$ cat config.mk
export PLATFORM = sky130hd
export DESIGN_NAME = ascs_serial
export DESIGN_NICKNAME = d
export VERILOG_FILES = /design/src/rtl/ascs_pkg.sv /design/src/rtl/ascs_serial.sv /design/src/rtl/ascs_tx.sv
export VERILOG_INCLUDE_DIRS = /design/src /design/src/rtl
export SDC_FILE = /design/constraint.sdc
export NUM_CORES = 1
export LEC_CHECK = 0
export ABC_AREA = 1
export CORE_ASPECT_RATIO = 1.4
export CORE_MARGIN = 2
export CORE_UTILIZATION = 68
export CTS_CLUSTER_DIAMETER = 30
export CTS_CLUSTER_SIZE = 30
export DETAILED_ROUTE_END_ITERATION = 8
export DONT_BUFFER_PORTS = 1
export GPL_TIMING_DRIVEN = 0
export MAX_ROUTING_LAYER = met4
export PLACE_DENSITY_LB_ADDON = 0.1
export SETUP_SLACK_MARGIN = 0.2
export SYNTH_ARGS = -nofsm -noshare
export SYNTH_HDL_FRONTEND = slang
export SYNTH_SLANG_ARGS = --single-unit
$ cat constraint.sdc
create_clock -name MCLK -period 3.85 [get_ports MCLK]
set_input_delay 0.385 -clock MCLK [delete_from_list [all_inputs] [get_ports MCLK]]
set_output_delay 0.385 -clock MCLK [all_outputs]
set_load 0.01 [all_outputs]
$ cat src/rtl/ascs_defs.svh
`ifndef ASCS_DEFS_SVH
`define ASCS_DEFS_SVH
// ****************************************
// Register byte offsets
// ****************************************
`define ASCS_OFS_STATUS 5'h00
`define ASCS_OFS_DATA 5'h04
`define ASCS_OFS_CTRL1 5'h08
`define ASCS_OFS_CTRL2 5'h0c
// ****************************************
// Field positions and reset values
// ****************************************
`define ASCS_ST_TXE 7
`define ASCS_ST_TXD 6
`define ASCS_ST_RXF 5
`define ASCS_ST_IDLE 4
`define ASCS_ST_OVR 3
`define ASCS_ST_NOISE 2
`define ASCS_ST_FERR 1
`define ASCS_C1_RX9 7
`define ASCS_C1_TX9 6
`define ASCS_C1_LEN 4
`define ASCS_C1_WAKE 3
`define ASCS_C2_TIE 7
`define ASCS_C2_TX_DONE_IRQ_EN 6
`define ASCS_C2_RIE 5
`define ASCS_C2_IDLE_IRQ_EN 4
`define ASCS_C2_TE 3
`define ASCS_C2_RE 2
`define ASCS_C2_MUTE 1
`define ASCS_C2_BRK 0
`define ASCS_STATUS_RST 8'hc0
`define ASCS_TXE_RST 1'b1
`define ASCS_TXD_RST 1'b1
`define ASCS_CTRL1_RST 1'b0
`define ASCS_CTRL2_RST 8'h00
// ****************************************
// Framing, timing and bus responses
// ****************************************
`define ASCS_FRAME8 4'ha
`define ASCS_FRAME9 4'hb
`define ASCS_BIT_CYC 8'h10
`define ASCS_HALF_CYC 8'h08
`define ASCS_RESP_OK 2'b00
`define ASCS_RESP_ERR 2'b10
`endif

$ cat src/rtl/ascs_pkg.sv
`include "ascs_defs.svh"
package ascs_pkg;
  typedef enum logic [3:0] {
    RX_HUNT = 4'b0001,
    RX_START = 4'b0010,
    RX_DATA = 4'b0100,
    RX_STOP = 4'b1000
  } ascs_rx_e;
  typedef enum logic [2:0] {
    FR_DATA = 3'b001,
    FR_PRE = 3'b010,
    FR_BRK = 3'b100
  } ascs_frame_e;
  // Bits in one frame, start and stop included
  function automatic logic [3:0] ascs_frame_len(input logic nine);
    return nine ? `ASCS_FRAME9 : `ASCS_FRAME8;
  endfunction : ascs_frame_len
endpackage : ascs_pkg

$ cat src/rtl/ascs_serial.sv
`timescale 1ns/1ps
`include "ascs_defs.svh"

// Summary of operation
// - All enabled flags share one interrupt, gated by global mask; wakes wait, not halt.
// - tx_empty sets when holding moves to shifter; clears on status then data write.
// - No holding-to-shifter move while tx_empty is set.
// - tx_done sets at end of data, preamble or break frame; same clear.
// - rx_full sets on word transfer; clears on rx_on low or status then data read.
// - Idle flag sets once per rx_full; never from the idle that wakes mute.
// - Overrun on completed word with rx_full set; holding kept, shifter overwritten.
// - noise_flag sets with the word and raises no interrupt itself.
// - framing_err sets on bad stop or break; no interrupt of its own.
// - Framing error plus overrun sets only overrun.
// - rx_on low clears all receive flags; status then data read clears too.
// - Nine-bit words use rx_bit_nine on receive and tx_bit_nine on send.
// - Word length 0 gives 1+8+1 bits, 1 gives 1+9+1 bits.
// - Wake method 0 is idle line, 1 is address mark.
// - tx_empty and tx_done interrupts follow their enables.
// - rx_irq_en requests on overrun or rx_full.
// - idle_irq_en requests on the idle flag.
// - tx_on enables transmitter and hands it the output pin.
// - tx_on toggled off then on sends a preamble after current word.
// - rx_on starts the receiver hunting for a start bit at once.
// - rx_mute mutes; hardware clears it on the chosen wake-up sequence.
// - send_break sends breaks; set then cleared still sends one break.
module ascs_serial (
  input wire logic MCLK,
  input wire logic SYS_RST,
  input wire logic [4:0] S_AXI_AWADDR,
  input wire logic S_AXI_AWVALID,
  output logic S_AXI_AWREADY,
  input wire logic [31:0] S_AXI_WDATA,
  input wire logic [3:0] S_AXI_WSTRB,
  input wire logic S_AXI_WVALID,
  output logic S_AXI_WREADY,
  output logic [1:0] S_AXI_BRESP,
  output logic S_AXI_BVALID,
  input wire logic S_AXI_BREADY,
  input wire logic [4:0] S_AXI_ARADDR,
  input wire logic S_AXI_ARVALID,
  output logic S_AXI_ARREADY,
  output logic [31:0] S_AXI_RDATA,
  output logic [1:0] S_AXI_RRESP,
  output logic S_AXI_RVALID,
  input wire logic S_AXI_RREADY,
  input wire logic RXD,
  output logic TXD_O,
  output logic TXD_OE,
  input wire logic IRQ_MASK,
  input wire logic HALT_MODE,
  output logic SERIAL_IRQ,
  output logic WAIT_WAKE
);
  // ****************************************
  // Register bus slave
  // ****************************************
  logic aw_got_q, w_got_q, bvalid_q, rvalid_q, w_lane_q;
  logic [4:0] aw_addr_q;
  logic [7:0] w_data_q, rdata_q;
  logic [1:0] bresp_q, rresp_q;
  logic wr_fire, rd_fire;

  function automatic logic ascs_mapped(input logic [4:0] a);
    return a[4] == 1'b0;
  endfunction : ascs_mapped

  function automatic logic [1:0] ascs_resp(input logic [4:0] a);
    return ascs_mapped(a) ? `ASCS_RESP_OK : `ASCS_RESP_ERR;
  endfunction : ascs_resp

  assign S_AXI_AWREADY = !aw_got_q && !bvalid_q;
  assign S_AXI_WREADY = !w_got_q && !bvalid_q;
  assign S_AXI_ARREADY = !rvalid_q;
  assign S_AXI_BVALID = bvalid_q;
  assign S_AXI_BRESP = bresp_q;
  assign S_AXI_RVALID = rvalid_q;
  assign S_AXI_RRESP = rresp_q;
  assign S_AXI_RDATA = {24'h000000, rdata_q};
  assign wr_fire = aw_got_q && w_got_q;
  assign rd_fire = S_AXI_ARVALID && !rvalid_q;

  // Address and data latch in either order; response once both held
  always_ff @(posedge MCLK)
  begin
    if (SYS_RST)
    begin
      aw_got_q <= 1'b0;
      w_got_q <= 1'b0;
      bvalid_q <= 1'b0;
      aw_addr_q <= 5'h00;
      w_data_q <= 8'h00;
      w_lane_q <= 1'b0;
      bresp_q <= `ASCS_RESP_OK;
    end
    else
    begin
      if (S_AXI_AWVALID && S_AXI_AWREADY)
      begin
        aw_got_q <= 1'b1;
        aw_addr_q <= {S_AXI_AWADDR[4:2], 2'b00};
      end
      if (S_AXI_WVALID && S_AXI_WREADY)
      begin
        w_got_q <= 1'b1;
        w_data_q <= S_AXI_WDATA[7:0];
        w_lane_q <= S_AXI_WSTRB[0];
      end
      if (wr_fire)
      begin
        aw_got_q <= 1'b0;
        w_got_q <= 1'b0;
        bvalid_q <= 1'b1;
        bresp_q <= ascs_resp(aw_addr_q);
      end
      else if (bvalid_q && S_AXI_BREADY)
      begin
        bvalid_q <= 1'b0;
      end
    end
  end

  // ****************************************
  // Register state
  // ****************************************
  logic [7:0] ctrl2_q, rx_holding_q, tx_holding_q;
  logic rx_bit_nine_q, tx_bit_nine_q, word_len_q, wake_method_q;
  logic tx_empty_q, tx_done_q, rx_full_q, idle_q, overrun_q, noise_q, framing_err_q;
  logic armed_q, idle_arm_q;
  logic [4:0] ar_addr;
  logic st_rd, dr_rd, dr_wr, c1_wr, c2_wr, clear_tx, clear_rx;
  logic tx_on, rx_on, rx_mute, send_break;

  assign ar_addr = {S_AXI_ARADDR[4:2], 2'b00};
  assign st_rd = rd_fire && (ar_addr == `ASCS_OFS_STATUS);
  assign dr_rd = rd_fire && (ar_addr == `ASCS_OFS_DATA);
  assign dr_wr = wr_fire && w_lane_q && (aw_addr_q == `ASCS_OFS_DATA);
  assign c1_wr = wr_fire && w_lane_q && (aw_addr_q == `ASCS_OFS_CTRL1);
  assign c2_wr = wr_fire && w_lane_q && (aw_addr_q == `ASCS_OFS_CTRL2);
  assign clear_tx = armed_q && dr_wr;
  assign clear_rx = armed_q && dr_rd;
  assign tx_on = ctrl2_q[`ASCS_C2_TE];
  assign rx_on = ctrl2_q[`ASCS_C2_RE];
  assign rx_mute = ctrl2_q[`ASCS_C2_MUTE];
  assign send_break = ctrl2_q[`ASCS_C2_BRK];

  // Clear arming: a status read arms, any later access uses or drops it
  always_ff @(posedge MCLK)
  begin
    if (SYS_RST)
      armed_q <= 1'b0;
    else if (st_rd)
      armed_q <= 1'b1;
    else if (rd_fire || wr_fire)
      armed_q <= 1'b0;
  end

  // Read data path
  always_ff @(posedge MCLK)
  begin
    if (SYS_RST)
    begin
      rvalid_q <= 1'b0;
      rdata_q <= 8'h00;
      rresp_q <= `ASCS_RESP_OK;
    end
    else if (rd_fire)
    begin
      rvalid_q <= 1'b1;
      rresp_q <= ascs_resp(ar_addr);
      unique case (ar_addr)
        `ASCS_OFS_STATUS: rdata_q <= {tx_empty_q, tx_done_q, rx_full_q, idle_q,
                                      overrun_q, noise_q, framing_err_q, 1'b0};
        `ASCS_OFS_DATA: rdata_q <= rx_holding_q;
        `ASCS_OFS_CTRL1: rdata_q <= {rx_bit_nine_q, tx_bit_nine_q, 1'b0, word_len_q,
                                     wake_method_q, 3'b000};
        `ASCS_OFS_CTRL2: rdata_q <= ctrl2_q;
        default: rdata_q <= 8'h00;
      endcase
    end
    else if (S_AXI_RREADY)
    begin
      rvalid_q <= 1'b0;
    end
  end

  // ****************************************
  // Transmit control
  // ****************************************
  logic tx_on_d_q, brk_d_q, pre_pend_q, brk_pend_q;
  logic eng_busy, eng_done, eng_start, load_data, tx_rise;
  ascs_pkg::ascs_frame_e eng_kind;

  assign tx_rise = tx_on && !tx_on_d_q;

  // Break beats preamble, preamble beats data
  always_comb
  begin
    eng_start = 1'b0;
    eng_kind = ascs_pkg::FR_DATA;
    if (tx_on && !eng_busy)
    begin
      if (send_break || brk_pend_q)
      begin
        eng_start = 1'b1;
        eng_kind = ascs_pkg::FR_BRK;
      end
      else if (pre_pend_q)
      begin
        eng_start = 1'b1;
        eng_kind = ascs_pkg::FR_PRE;
      end
      else if (!tx_empty_q)
      begin
        eng_start = 1'b1;
      end
    end
  end
  assign load_data = eng_start && (eng_kind == ascs_pkg::FR_DATA);

  // Pending preamble on each enable edge, pending break on break release
  always_ff @(posedge MCLK)
  begin
    if (SYS_RST)
    begin
      tx_on_d_q <= 1'b0;
      brk_d_q <= 1'b0;
      pre_pend_q <= 1'b0;
      brk_pend_q <= 1'b0;
    end
    else
    begin
      tx_on_d_q <= tx_on;
      brk_d_q <= send_break;
      if (tx_rise)
        pre_pend_q <= 1'b1;
      else if (eng_start && eng_kind == ascs_pkg::FR_PRE)
        pre_pend_q <= 1'b0;
      if (brk_d_q && !send_break)
        brk_pend_q <= 1'b1;
      else if (eng_start && eng_kind == ascs_pkg::FR_BRK)
        brk_pend_q <= 1'b0;
    end
  end

  // Transmit flags; set wins over the software clear
  always_ff @(posedge MCLK)
  begin
    if (SYS_RST)
    begin
      tx_empty_q <= `ASCS_TXE_RST;
      tx_done_q <= `ASCS_TXD_RST;
      tx_holding_q <= 8'h00;
    end
    else
    begin
      if (dr_wr)
        tx_holding_q <= w_data_q;
      // Re-enable drops the held byte, so it reads as empty
      if (load_data || tx_rise)
        tx_empty_q <= 1'b1;
      else if (clear_tx)
        tx_empty_q <= 1'b0;
      if (eng_done)
        tx_done_q <= 1'b1;
      else if (clear_tx)
        tx_done_q <= 1'b0;
    end
  end

  ascs_tx u_tx (
    .clk(MCLK),
    .rst(SYS_RST),
    .start(eng_start),
    .kind(eng_kind),
    .word({tx_bit_nine_q && word_len_q, tx_holding_q}),
    .nine(word_len_q),
    .busy(eng_busy),
    .done(eng_done),
    .txd(TXD_O)
  );
  // Pin belongs to the port logic while the transmitter is off
  assign TXD_OE = tx_on;

  // ****************************************
  // Control registers
  // ****************************************
  logic fr_end, addr_wake, idle_evt, idle_wake;

  always_ff @(posedge MCLK)
  begin
    if (SYS_RST)
    begin
      ctrl2_q <= `ASCS_CTRL2_RST;
      tx_bit_nine_q <= `ASCS_CTRL1_RST;
      word_len_q <= `ASCS_CTRL1_RST;
      wake_method_q <= `ASCS_CTRL1_RST;
    end
    else
    begin
      if (c1_wr)
      begin
        tx_bit_nine_q <= w_data_q[`ASCS_C1_TX9];
        word_len_q <= w_data_q[`ASCS_C1_LEN];
        wake_method_q <= w_data_q[`ASCS_C1_WAKE];
      end
      if (c2_wr)
        ctrl2_q <= w_data_q;
      else if (idle_wake || addr_wake)
        ctrl2_q[`ASCS_C2_MUTE] <= 1'b0;
    end
  end

  // ****************************************
  // Receiver
  // ****************************************
  ascs_pkg::ascs_rx_e rx_st_q;
  logic rxd_s1_q, rxd_s2_q, noise_acc_q, vote, disagree;
  logic [7:0] cyc_q;
  logic [3:0] bit_q, ones_q;
  logic [8:0] word_q, fr_word;
  logic [1:0] smp_q;
  logic fr_msb, accept, xfer, ovr_evt;

  // Two-stage synchroniser on the receive pin
  always_ff @(posedge MCLK)
  begin
    if (SYS_RST)
    begin
      rxd_s1_q <= 1'b1;
      rxd_s2_q <= 1'b1;
    end
    else
    begin
      rxd_s1_q <= RXD;
      rxd_s2_q <= rxd_s1_q;
    end
  end

  // Three samples at the bit centre; any split counts as noise
  assign vote = (smp_q[1] & smp_q[0]) | (smp_q[1] & rxd_s2_q) | (smp_q[0] & rxd_s2_q);
  assign disagree = !((smp_q[1] == smp_q[0]) && (smp_q[0] == rxd_s2_q));
  assign fr_end = (rx_st_q == ascs_pkg::RX_STOP) && (cyc_q == 8'h00);
  assign fr_word = word_len_q ? word_q : {1'b0, word_q[8:1]};
  assign fr_msb = word_len_q ? fr_word[8] : fr_word[7];
  assign addr_wake = fr_end && rx_mute && wake_method_q && fr_msb;
  assign accept = fr_end && (!rx_mute || addr_wake);
  assign xfer = accept && !rx_full_q;
  assign ovr_evt = accept && rx_full_q;
  assign idle_evt = (rx_st_q == ascs_pkg::RX_HUNT)
                    && (ones_q == ascs_pkg::ascs_frame_len(word_len_q))
                    && (cyc_q == 8'h00) && rxd_s2_q;
  assign idle_wake = idle_evt && rx_mute && !wake_method_q;

  // Bit timing and framing; idle counted in whole frames of high line
  always_ff @(posedge MCLK)
  begin
    if (SYS_RST || !rx_on)
    begin
      rx_st_q <= ascs_pkg::RX_HUNT;
      cyc_q <= `ASCS_BIT_CYC - 8'h01;
      bit_q <= 4'h0;
      ones_q <= 4'h0;
      word_q <= 9'h000;
      smp_q <= 2'b11;
      noise_acc_q <= 1'b0;
    end
    else
    begin
      if (cyc_q == 8'h02 || cyc_q == 8'h01)
        smp_q <= {smp_q[0], rxd_s2_q};
      unique case (rx_st_q)
        ascs_pkg::RX_HUNT:
        begin
          if (!rxd_s2_q)
          begin
            rx_st_q <= ascs_pkg::RX_START;
            cyc_q <= `ASCS_HALF_CYC - 8'h01;
            ones_q <= 4'h0;
          end
          else if (cyc_q == 8'h00)
          begin
            cyc_q <= `ASCS_BIT_CYC - 8'h01;
            if (ones_q != 4'hf)
              ones_q <= idle_evt ? 4'hf : ones_q + 4'h1;
          end
          else
            cyc_q <= cyc_q - 8'h01;
        end
        ascs_pkg::RX_START:
        begin
          if (cyc_q != 8'h00)
            cyc_q <= cyc_q - 8'h01;
          else if (rxd_s2_q)
            rx_st_q <= ascs_pkg::RX_HUNT;
          else
          begin
            rx_st_q <= ascs_pkg::RX_DATA;
            cyc_q <= `ASCS_BIT_CYC - 8'h01;
            bit_q <= 4'h0;
            noise_acc_q <= 1'b0;
          end
        end
        ascs_pkg::RX_DATA:
        begin
          if (cyc_q != 8'h00)
            cyc_q <= cyc_q - 8'h01;
          else
          begin
            word_q <= {vote, word_q[8:1]};
            noise_acc_q <= noise_acc_q | disagree;
            bit_q <= bit_q + 4'h1;
            cyc_q <= `ASCS_BIT_CYC - 8'h01;
            if (bit_q == ascs_pkg::ascs_frame_len(word_len_q) - 4'h3)
              rx_st_q <= ascs_pkg::RX_STOP;
          end
        end
        ascs_pkg::RX_STOP:
        begin
          if (cyc_q != 8'h00)
            cyc_q <= cyc_q - 8'h01;
          else
          begin
            rx_st_q <= ascs_pkg::RX_HUNT;
            cyc_q <= `ASCS_BIT_CYC - 8'h01;
          end
        end
        default: rx_st_q <= ascs_pkg::RX_HUNT;
      endcase
    end
  end

  // Receive flags; receiver off clears them all, set wins over clear
  always_ff @(posedge MCLK)
  begin
    if (SYS_RST || !rx_on)
    begin
      rx_full_q <= 1'b0;
      idle_q <= 1'b0;
      overrun_q <= 1'b0;
      noise_q <= 1'b0;
      framing_err_q <= 1'b0;
    end
    else
    begin
      if (xfer)
        rx_full_q <= 1'b1;
      else if (clear_rx)
        rx_full_q <= 1'b0;
      if (ovr_evt)
        overrun_q <= 1'b1;
      else if (clear_rx)
        overrun_q <= 1'b0;
      if (xfer && (noise_acc_q || disagree))
        noise_q <= 1'b1;
      else if (clear_rx)
        noise_q <= 1'b0;
      // Only a transferred word can flag framing, never an overrun one
      if (xfer && !vote)
        framing_err_q <= 1'b1;
      else if (clear_rx)
        framing_err_q <= 1'b0;
      if (idle_evt && !rx_mute && idle_arm_q)
        idle_q <= 1'b1;
      else if (clear_rx)
        idle_q <= 1'b0;
    end
  end

  // Holding keeps its word on overrun; idle re-arms on each new word
  always_ff @(posedge MCLK)
  begin
    if (SYS_RST)
    begin
      rx_holding_q <= 8'h00;
      rx_bit_nine_q <= 1'b0;
      idle_arm_q <= 1'b1;
    end
    else
    begin
      if (xfer)
      begin
        rx_holding_q <= fr_word[7:0];
        rx_bit_nine_q <= word_len_q & fr_word[8];
        idle_arm_q <= 1'b1;
      end
      else if (idle_evt && !rx_mute && rx_on)
        idle_arm_q <= 1'b0;
    end
  end

  // ****************************************
  // Interrupt request
  // ****************************************
  logic irq_req;
  assign irq_req = (ctrl2_q[`ASCS_C2_TIE] && tx_empty_q)
                   || (ctrl2_q[`ASCS_C2_TX_DONE_IRQ_EN] && tx_done_q)
                   || (ctrl2_q[`ASCS_C2_RIE] && (rx_full_q || overrun_q))
                   || (ctrl2_q[`ASCS_C2_IDLE_IRQ_EN] && idle_q);

  // Registered so the pin never glitches on flag updates
  always_ff @(posedge MCLK)
  begin
    if (SYS_RST)
    begin
      SERIAL_IRQ <= 1'b0;
      WAIT_WAKE <= 1'b0;
    end
    else
    begin
      SERIAL_IRQ <= irq_req && !IRQ_MASK;
      WAIT_WAKE <= irq_req && !IRQ_MASK && !HALT_MODE;
    end
  end
endmodule : ascs_serial

$ cat src/rtl/ascs_tx.sv
`timescale 1ns/1ps
`include "ascs_defs.svh"
module ascs_tx (
  input wire logic clk,
  input wire logic rst,
  input wire logic start,
  input wire ascs_pkg::ascs_frame_e kind,
  input wire logic [8:0] word,
  input wire logic nine,
  output logic busy,
  output logic done,
  output logic txd
);
  logic [10:0] shift_q;
  logic [3:0] left_q;
  logic [7:0] cyc_q;
  logic [10:0] frame;

  // Frame image, bit 0 leaves first
  always_comb
  begin
    unique case (kind)
      ascs_pkg::FR_DATA: frame = nine ? {1'b1, word, 1'b0} : {2'b11, word[7:0], 1'b0};
      ascs_pkg::FR_BRK: frame = 11'h000;
      ascs_pkg::FR_PRE: frame = 11'h7ff;
      default: frame = 11'h7ff;
    endcase
  end

  assign busy = (left_q != 4'h0);
  assign txd = shift_q[0];
  // Last bit period over
  assign done = busy && (cyc_q == 8'h00) && (left_q == 4'h1);

  // Shifter fills with ones, so the line idles high; an 8-bit break leaves it low until the next frame
  always_ff @(posedge clk)
  begin
    if (rst)
    begin
      shift_q <= 11'h7ff;
      left_q <= 4'h0;
      cyc_q <= 8'h00;
    end
    else if (start && !busy)
    begin
      shift_q <= frame;
      left_q <= ascs_pkg::ascs_frame_len(nine);
      cyc_q <= `ASCS_BIT_CYC - 8'h01;
    end
    else if (busy)
    begin
      if (cyc_q == 8'h00)
      begin
        shift_q <= {1'b1, shift_q[10:1]};
        left_q <= left_q - 4'h1;
        cyc_q <= `ASCS_BIT_CYC - 8'h01;
      end
      else
      begin
        cyc_q <= cyc_q - 8'h01;
      end
    end
  end
endmodule : ascs_tx

### Word-level counts from Yosys, hierarchy flattened

Cells that the tools add are included.
W data, S select, Z words.

| storage, ports and cells | value |
|---|---|
| register bits after elaboration | 128 |
| input port bits | 56 |
| output and inout bits | 45 |
| word-level logic and storage cells | 265 |

| cells by class | value |
|---|---|
| $add $sub $neg | 6 |
| eq/ne operators | 30 |
| multiplexer cells | 67 |
| bitwise logic cells | 8 |
| reductions and logical operators | 108 |

Operators by type and width:

| operator | number |
|---|---|
| $mux W4 | 17 |
| $logic_and A1 B1 Y1 | 49 |
| $mux W8 | 6 |
| $mux W11 | 3 |
| $pmux W8 S4 | 1 |
| $reduce_bool A2 Y1 | 14 |
| $mux W1 | 27 |
| $pmux W8 S3 | 1 |
| $pmux W11 S2 | 1 |
| $logic_not A8 Y1 | 2 |
| $pmux W4 S4 | 1 |
| $sub A8 B1 Y8 const B | 2 |
| $eq A3 B2 Y1 const B | 5 |
| $logic_not A1 Y1 | 15 |
| $logic_or A1 B1 Y1 | 12 |
| $ne A2 B2 Y1 const B | 6 |
| $reduce_or A2 Y1 | 6 |
| $mux W10 | 1 |
| $eq A3 B1 Y1 const B | 3 |
| $mux W3 | 3 |
| $mux W9 | 1 |
| $add A4 B1 Y4 const B | 2 |
| $eq A4 B1 Y1 const B | 2 |
| $eq A4 B4 Y1 | 2 |
| other kinds (26) | 37 |

### Logic depth before layout (Yosys ltp)

Gate-level depths: netlist of the first run.

| depth | value |
|---|---|
| word-level depth | 10 |
| depth in mapped cells | 11 |
| mapped depth without buffers | 10 |

### Modules after synthesis

From an unflattened synthesis of the first run, not the netlist that was laid out.

| unflattened totals | value |
|---|---|
| cells, all modules | 840 |
| area total of the unflattened synthesis | 6120.9 µm² |

Modules (own cells, without submodules):

| module | times used | cells an instance | area each (µm²) | sequential area each (µm²) |
|---|---|---|---|---|
| ascs_serial | 1 | 648 | 4785.8 | 2062.0 |
| ascs_tx | 1 | 192 | 1335.0 | 460.4 |

### Worst setup path before layout of the first run

Ideal clock, no wire load.

| path | value |
|---|---|
| path kind | register -> register |
| start point | register u_tx.cyc_q[0] |
| end point | register u_tx.shift_q[3] |
| setup time | 113 ps |
| arrival time | 1391 ps |
| path slack | 2346 ps |
| cell stages (with the launch flop) | 11 |
| path buffers | 1 |
| cells stage by stage | dfxtp_1 -> inv_1 -> ha_1 -> nand3_1 -> nor2_1 -> nand2_1 -> nand2_2 -> nand2_1 -> buf_4 -> nor2_1 -> nor2_1 |

| between the ends | value |
|---|---|
| word-level cells in the longest chain between the ends | 3 |

Ends and longest elaborated chain:

| item | line | source |
|---|---|---|
| start: declaration | ascs_tx.sv:16 | `logic [7:0] cyc_q;` |
| start signal: assignment | ascs_tx.sv:48 | `` cyc_q <= `ASCS_BIT_CYC - 8'h01; `` |
| start signal: assignment | ascs_tx.sv:56 | `` cyc_q <= `ASCS_BIT_CYC - 8'h01; `` |
| start signal: assignment | ascs_tx.sv:60 | `cyc_q <= cyc_q - 8'h01;` |
| $logic_not A8 Y1 | ascs_tx.sv:52 | `if (cyc_q == 8'h00)` |
| $reduce_bool A2 Y1 (no line) | n/a |  |
| $reduce_and A2 Y1 (no line) | n/a |  |
| end signal: assignment | ascs_tx.sv:46 | `shift_q <= frame;` |
| end signal: assignment | ascs_tx.sv:54 | `shift_q <= {1'b1, shift_q[10:1]};` |
| end: declaration | ascs_tx.sv:14 | `logic [10:0] shift_q;` |

Every way passes these cells.
A chain may end at the register's enable or synchronous reset.

### Worst setup path in the final report of the first run

| path | value |
|---|---|
| start point | register aw_got_q |
| end point | register ctrl2_q[3] |

| between the ends | value |
|---|---|
| word-level cells in the longest chain between the ends | 3 |

Ends and longest elaborated chain:

| item | line | source |
|---|---|---|
| start: declaration | ascs_serial.sv:58 | `logic aw_got_q, w_got_q, bvalid_q, rvalid_q, w_lane_q;` |
| start signal: assignment | ascs_serial.sv:88 | `aw_got_q <= 1'b0;` |
| start signal: assignment | ascs_serial.sv:100 | `aw_got_q <= 1'b1;` |
| start signal: assignment | ascs_serial.sv:111 | `aw_got_q <= 1'b0;` |
| $logic_and A1 B1 Y1 | ascs_serial.sv:80 | `assign wr_fire = aw_got_q && w_got_q;` |
| $logic_and A1 B1 Y1 (2 in series) | ascs_serial.sv:139 | `` assign c2_wr = wr_fire && w_lane_q && (aw_addr_q == `ASCS_OFS_CTRL2); `` |
| end signal: assignment | ascs_serial.sv:294 | `` ctrl2_q <= `ASCS_CTRL2_RST; `` |
| end signal: assignment | ascs_serial.sv:308 | `ctrl2_q <= w_data_q;` |
| end: declaration | ascs_serial.sv:126 | `logic [7:0] ctrl2_q, rx_holding_q, tx_holding_q;` |

Every way passes these cells.

==> results of run 1 <==
==> layout by cell type (no fill, tap or decap), types with 2 or more instances in the layout <==
| cell | Yosys | routed |
|---|---|---|
| o211ai_1 | 3 | 3 |
| inv_1 | 82 | 82 |
| nand2_4 | 2 | 2 |
| clkbuf_16 | 0 | 17 |
| nand2_1 | 153 | 153 |
| or2_2 | 3 | 3 |
| xor2_1 | 7 | 7 |
| nand2_2 | 5 | 5 |
| ha_1 | 13 | 13 |
| nor2_4 | 2 | 2 |
| nand3_1 | 46 | 46 |
| nor3_1 | 7 | 7 |
| clkinvlp_4 | 0 | 3 |
| nand3b_1 | 2 | 2 |
| dfxtp_1 | 126 | 126 |
| conb_1 | 1 | 26 |
| buf_4 | 28 | 28 |
| clkbuf_8 | 0 | 3 |
| clkinv_2 | 0 | 3 |
| o21ai_0 | 80 | 80 |
| bufinv_16 | 0 | 3 |
| nor2_1 | 121 | 121 |
| clkbuf_1 | 14 | 16 |
| a21oi_1 | 78 | 78 |
| o21a_1 | 4 | 4 |
| xnor2_1 | 3 | 3 |
| buf_6 | 4 | 4 |
| nand4_1 | 16 | 16 |
| buf_2 | 8 | 8 |
| o22ai_1 | 6 | 6 |
| nor2_2 | 2 | 2 |
| inv_2 | 3 | 3 |
==> cells by family after synthesis <==
| family | synth area share [%] |
|---|---|
| fa+ha+maj | 2.73 |
| xor+xnor | 1.47 |
| other cells | 0.0629 |
| flops | 42.3 |
| simple gates | 26.4 |
| compound gates | 15.7 |
| buf+inv | 11.3 |
==> sequential cells by signal, indices dropped and copies added, names as in the netlist, 2 cells and up <==
signal / cells
aw_addr_q: 3
bit_q: 4
ctrl2_q: 8
cyc_q: 8
ones_q: 4
rdata_q: 8
rx_holding_q: 8
rx_st_q: 4
smp_q: 2
tx_holding_q: 8
u_tx.cyc_q: 8
u_tx.left_q: 4
u_tx.shift_q: 11
w_data_q: 8
word_q: 9
==> power groups by stage <==
stage	registers [mW]	clock network, mW	logic [mW]
final	1.42	1.65	0.500
after global routing	1.43	1.71	0.560
after CTS	1.42	1.65	0.497
after detailed placement	1.45	0	0.489
after global placement	1.44	0	0.467
after floorplan	1.43	0	0.399
==> stage by stage <==
step	setup WS, ns	util [%]
final	1.88	79.4
after global routing	1.73	79.4
after CTS	1.91	79.4
after detailed placement	1.97	72.3
after global placement	2.01	72.3
after floorplan	2.35	-
==> cell usage after synthesis, types with 2 or more instances <==
cell type  count  share of area (%)
ha_1          13                2.7
clkbuf_1      14               0.88
nand2_1      153                9.6
xor2_1         7                1.0
inv_1         82                5.2
nor2_2         2               0.21
or2_2          3               0.32
nand2_2        5               0.52
nor2_4         2               0.38
o21ai_0       80                6.7
buf_2          8               0.67
nand3b_1       2               0.25
dfxtp_1      126                 42
o211ai_1       3               0.38
o22ai_1        6               0.63
nor2_1       121                7.6
inv_2          3               0.19
o21a_1         4               0.50
buf_4         28                3.5
nand4_1       16                1.7
nand3_1       46                3.9
a21oi_1       78                6.6
nand2_4        2               0.38
xnor2_1        3               0.44
buf_6          4               0.76
nor3_1         7               0.59
==> final cells by class <==
cell class	count	area [µm²]
buffer	55	352
fill	616	1760
sequential	126	2520
multi-input combinational	590	2860
tap	105	131
clock inverter	10	136
inverter	86	323
clock buffer	22	474
==> worst reg2reg max path, cell delays in order, from the launching register on <==
cell and delay (ns):
dfxtp_1 0.35, nand2_1 0.22, nor3_1 0.66, inv_1 0.14, buf_2 0.22, o21ai_0 0.19, a21oi_1 0.06
==> worst paths after layout <==
check | slack, ns | cells past startpoint | from | to
worst max-delay path | 1.88 | 6 | aw_got_q | ctrl2_q[3]
worst max register to register | 1.88 | 6 | aw_got_q | ctrl2_q[3]
worst min register to register | 0.43 | 1 | rxd_s1_q | rxd_s2_q
worst min-delay path | 0.04 | 1 | HALT_MODE | WAIT_WAKE
==> layer usage <==
layer,vias to the layer above,share of wire [%]
met3,62,5.6
met2,227,54
li1,2751,-
met4,0,3.9
met1,2588,36
met5,-,0
==> key figures, run 1 <==
Timing
  • # setup viols final: 0
  • Tightest Pin Transition: 0.714 ns
  • Slew Limit Fails: 0
  • Setup total negative slack: 0 ns
  • RSZ-0062 raised after global routing: no
  • Fin crit period: 1.97 ns
  • Hold Violations, Final: 0
  • Peak Freq: 509 MHz
  • Hold slack: 0.0415 ns
  • Final Skew: 0.00410 ns
  • Final Cycle Share: 51.1%
  • Slew headroom: 52.0%

Global route
  • GR met3 Demand/Resource: 7.61%
  • Largest net degree at the start of global routing: 17
  • Gr ovfl total: 0
  • Number of global-route vias before repair: 5427
  • GR Util met1: 31.0%
  • Met2 Use GR: 58.9%
  • Antenna violations before repair: 0
  • Most Used Layer, Global Route: met2
  • First-pass GRT wire length: 23900 µm
  • Gr usage total: 32.0%

Pwr
  • Worst VDD drop: 0.363 mV
  • Clock Power Share: 46.3%
  • Sw Share: 26.9%
  • Pwr/cell area: 526 nW/µm²
  • Part of the power in registers: 39.8%
  • Cell Int Power: 2.61 mW
  • NetSw: 0.963 mW
  • Leak: 2.85 nW
  • Tot Pwr: 3.57 mW
  • Combinational share of power: 14.0%

Clock tree
  • Post-CTS repair timing setup buffer count: 0
  • CTS Buf Count: 17
  • Clock Sinks: 126
  • Root Buffer: clkbuf_16
  • Clk pin slew, worst setup/hold paths: 0.06 ns
  • Clk buf depth: 2
  • Hold-fix buffers, CTS: 0
  • Clk_lat worst skew: 0.42 ns
  • CTS resizes: 0
  • TritonCTS clock tree: done
  • H-tree levels: 4

Run status
  • Status: finished clean

Drt
  • Wire per inst: 15.0 µm
  • Drt first-iter violations: 538
  • # DRC: 0
  • DR pass1 iterations: 6
  • Via count: 5628
  • Post-route ant nets: 0
  • Avg Vias per Cell: 5.66
  • Final wirelength: 14900 µm

Floorplan
  • Starting Density: 69.6%
  • Die Area: 9540 µm²
  • Core ar.: 8560 µm²
  • Die width: 83.1 µm
  • Row count: 40
  • Die Y: 115 µm
  • Num ports: 101

Placed design
  • Post-DP Area: 6180 µm²
  • Placed insts: 962
  • DP HPWL: 10600 µm
  • Final Wtd Congestion: 0.933
  • # port buffers: 0

Logic synthesis
  • Main synth FF type: dfxtp_1
  • Cells after Synth: 832
  • Number of flops mapped to enable cells by yosys: 0
  • Post-synthesis sequential area ratio: 42.3%
  • Synth warnings: 0
  • Synth Cell Area: 5960 µm²
  • Mapped Avg Cell Area: 7.16 µm²
  • Post-synth ARST share: 0%
  • #FFs+latches synth: 126
  • Library cells used by synthesis: 40

Final layout
  • Post-Layout Cell Count: 994
  • Area Overhead vs Synth: 14.0%
  • Ant. Diodes: 0
  • Share of cells above drive strength 1: 10.1%
  • Final nets: 945
  • Final Instance Area: 6790 µm²

Worst setup path
  • Buf+Inv Stages, Crit Path: 2
  • Worst setup EP type: flop
  • Crit path arrival time: 2.26 ns
  • WS Path Type: reg -> reg
  • Crit path max fanout: 10
  • Cell family with most CP delay: simple AND/OR/NAND/NOR gates
  • Worst EP required: 4.15 ns
  • CP Launch Type: flop
  • Worst path cell trace: nand2_1 > nor3_1 > inv_1 > buf_2 > o21ai_0 > a21oi_1
  • CP max stage cell: nor3_1
  • Crit path largest cell delay: 0.66 ns

Worst hold path
  • Worst Hold Class: in -> reg

Job
  • Max-cap violations: 0
Power figures use the tool's default switching activity.
==> inputs of run 2 (changes only) <==
- CORE_UTILIZATION: 68 -> 63
- clock period: 3.85 -> 1.9 ns (I/O delays scaled with it)
==> run 2 against run 1 <==
Compared with the run above:
- register-to-register slack worse by 1.6 ns
- non-clock buffer count rose by 20
- sequential power rose by 100%
- sequential share of layout area shrank 1.2 points
- clock power up 86%
- hold slack worse by 0.016 ns
- largest cell class unchanged
- via count rose by 0.27%
- fmax up 21%
==> key figures, run 2 (same netlist as run 1, synthesis figures left out) <==
Pwr
  • Pwr/cell area: 1010 nW/µm² (+93%)
  • Combinational share of power: 16.4% (+2.4 points)
  • Leak: 2.97 nW (+4.0%)
  • NetSw: 1.95 mW (+100%)
  • Clock Power Share: 43.1% (-3.2 points)
  • Cell Int Power: 5.17 mW (+98%)
  • Worst VDD drop: 0.676 mV (+86%)
  • Part of the power in registers: 40.5% (+0.7 points)
  • Sw Share: 27.4% (+0.42 points)

Timing
  • Fin crit period: 1.63 ns (-0.336 ns)
  • Tightest Pin Transition: 0.592 ns (-0.123 ns)
  • Final Cycle Share: 85.8% (+35 points)
  • Peak Freq: 614 MHz (+21%)
  • RSZ-0062 raised after global routing: no
  • Setup total negative slack: 0 ns (unchanged)
  • Slew Limit Fails: 0 (unchanged)
  • Hold Violations, Final: 0 (unchanged)
  • # setup viols final: 0 (unchanged)
  • Slew headroom: 60.5% (+8.5 points)
  • Final Skew: 0.00643 ns (+0.00233 ns)

Global route
  • Gr usage total: 30.6% (-1.4 points)
  • First-pass GRT wire length: 24200 µm (+0.89%)
  • Most Used Layer, Global Route: met2
  • Largest net degree at the start of global routing: 17 (unchanged)
  • Met2 Use GR: 55.4% (-3.4 points)
  • Number of global-route vias before repair: 5347 (-1.5%)
  • Gr ovfl total: 0 (unchanged)
  • GR met3 Demand/Resource: 6.79% (-0.82 points)
  • Antenna violations before repair: 0 (unchanged)
  • GR Util met1: 29.7% (-1.3 points)

Final layout
  • Share of cells above drive strength 1: 12.6% (+2.4 points)
  • Largest Register: u_tx.shift_q
  • Post-Route Utilization: 75.1% (-4.3 points)
  • Commonest non-fill, non-tap cell in the layout: nand2_1
  • Area Overhead vs Synth: 17.9%
  • Max reg flops: 11 (unchanged)
  • Final Instance Area: 7020 µm² (+3.4%)
  • Final nets: 965 (+2.1%)
  • Top Registers: u_tx.shift_q (11), word_q (9)
  • Most frequent cells in the layout: nand2_1 (151), dfxtp_1 (125), nor2_1 (117), a21oi_1 (77), inv_1 (76)
  • Ant. Diodes: 0 (unchanged)

Worst setup path
  • CP Launch Type: flop
  • Worst EP required: 2.22 ns (-1.93 ns)
  • Crit path max fanout: 7 (-3)
  • Worst setup EP type: flop
  • Crit path arrival time: 1.95 ns (-0.31 ns)
  • WS Path Type: reg -> reg

Floorplan
  • Num ports: 101 (unchanged)
  • Die Y: 119 µm (+3.8%)
  • Die width: 86.2 µm (+3.7%)
  • Core ar.: 9350 µm² (+9.3%)
  • Row count: 42 (+5.0%)
  • Starting Density: 63.7% (-5.9 points)
  • Die Area: 10300 µm² (+7.6%)

Clock tree
  • Clk pin slew, worst setup/hold paths: 0.05 ns (about the same)
  • Root Buffer: clkbuf_16
  • CTS Buf Count: 17 (unchanged)
  • Clk buf depth: 2 (unchanged)
  • H-tree levels: 4 (unchanged)
  • Clock Sinks: 126 (unchanged)
  • Clk_lat worst skew: 0.41 ns (about the same)
  • TritonCTS clock tree: done

Drt
  • DR pass1 iterations: 5 (-1)
  • Post-route ant nets: 0 (unchanged)
  • Via count: 5643 (+0.27%)
  • # DRC: 0 (unchanged)
  • Wire per inst: 14.7 µm (-1.8%)
  • Final wirelength: 15000 µm (+0.52%)
  • Avg Vias per Cell: 5.54 (-2.1%)
  • Drt first-iter violations: 383 (-29%)

Run status
  • Status: finished clean

Placed design
  • Final Wtd Congestion: 0.880 (-5.7%)
  • DP HPWL: 10700 µm (+0.34%)
  • Post-DP Area: 6190 µm² (+0.10%)
  • # port buffers: 0 (unchanged)

Job
  • Max-cap violations: 0 (unchanged)

Worst hold path
  • Worst Hold Class: in -> reg
run 2: changes by cell type in the layout (fill, tap and decap cells not counted), moves of 3 or more:
cell / before / now
dlygate4sd3_1: 0 / 15
o21ai_0: 80 / 75
nor2_1: 121 / 117
clkbuf_2: 0 / 4
inv_1: 82 / 76
clkbuf_1: 16 / 12
o21ai_1: 1 / 6
nand2_4: 2 / 6
inv_2: 3 / 9
nor2_2: 2 / 5
buf_4: 28 / 32
run 2: path summary, 6_finish.rpt:
path / start / to / slack [ns] / cells past startpoint
setup / recovery: cyc_q[0] / rx_st_q[2] / 0.27 / 8
hold reg to reg: rxd_s1_q / rxd_s2_q / 0.42 / 1
setup reg to reg: cyc_q[0] / rx_st_q[2] / 0.27 / 8
hold / removal: S_AXI_RREADY / S_AXI_RVALID / 0.03 / 2
run 2: metal layers:
layer / vias up / share of wire, %
met5: - / 0
met4: 0 / 4.6
met3: 63 / 4.0
met2: 161 / 54
met1: 2629 / 37
li1: 2790 / -
run 2: timing repair:
action	CTS	global route
setup endpoints to repair	18	53
hold buffers	14	1
gates cloned	0	0
endpoints found under the hold margin	14	1
setup buffers	0	5
resized for setup	6	35
pin swaps	1	6
run 2: stage by stage:
stage               instances  hold WS [ns]  setup slack [ns]  total power, mW
global placement          967         0.268            0.0677             3.88
CTS                      1012       0.00317             0.202             7.02
detailed placement        967         0.272            0.0173             3.92
finish                   1018        0.0253             0.270             7.12
floorplan                 857         0.267             0.396             3.71
global route             1018       0.00652             0.181             7.42
run 2: cell type report:
cell class,count,area (µm²)
plain buffers,55,368
clock buffers,25,505
clock inverters,6,57.6
fillers,726,2330
inverters,86,323
multi-input cells,590,2920
flip-flops and latches,126,2520
well taps,110,138
repair buffers,20,188
run 2: power groups by stage:
stage          Combinational, mW  Sequential, mW  Clock, mW
2_1_floorplan              0.808            2.90          0
3_3_place_gp               0.955            2.92          0
3_5_place_dp               0.988            2.93          0
4_1_cts                     1.05            2.88       3.09
5_1_grt                     1.31            2.90       3.21
6_report                    1.17            2.89       3.07
run 2: critical path, cell delays in order (launching register included):
cell     delay, ns
dfxtp_1       0.35
inv_2         0.10
ha_1          0.17
nand2_2       0.10
nor2_8        0.23
inv_2         0.12
nand2_1       0.15
nand3_1       0.10
a21oi_1       0.23
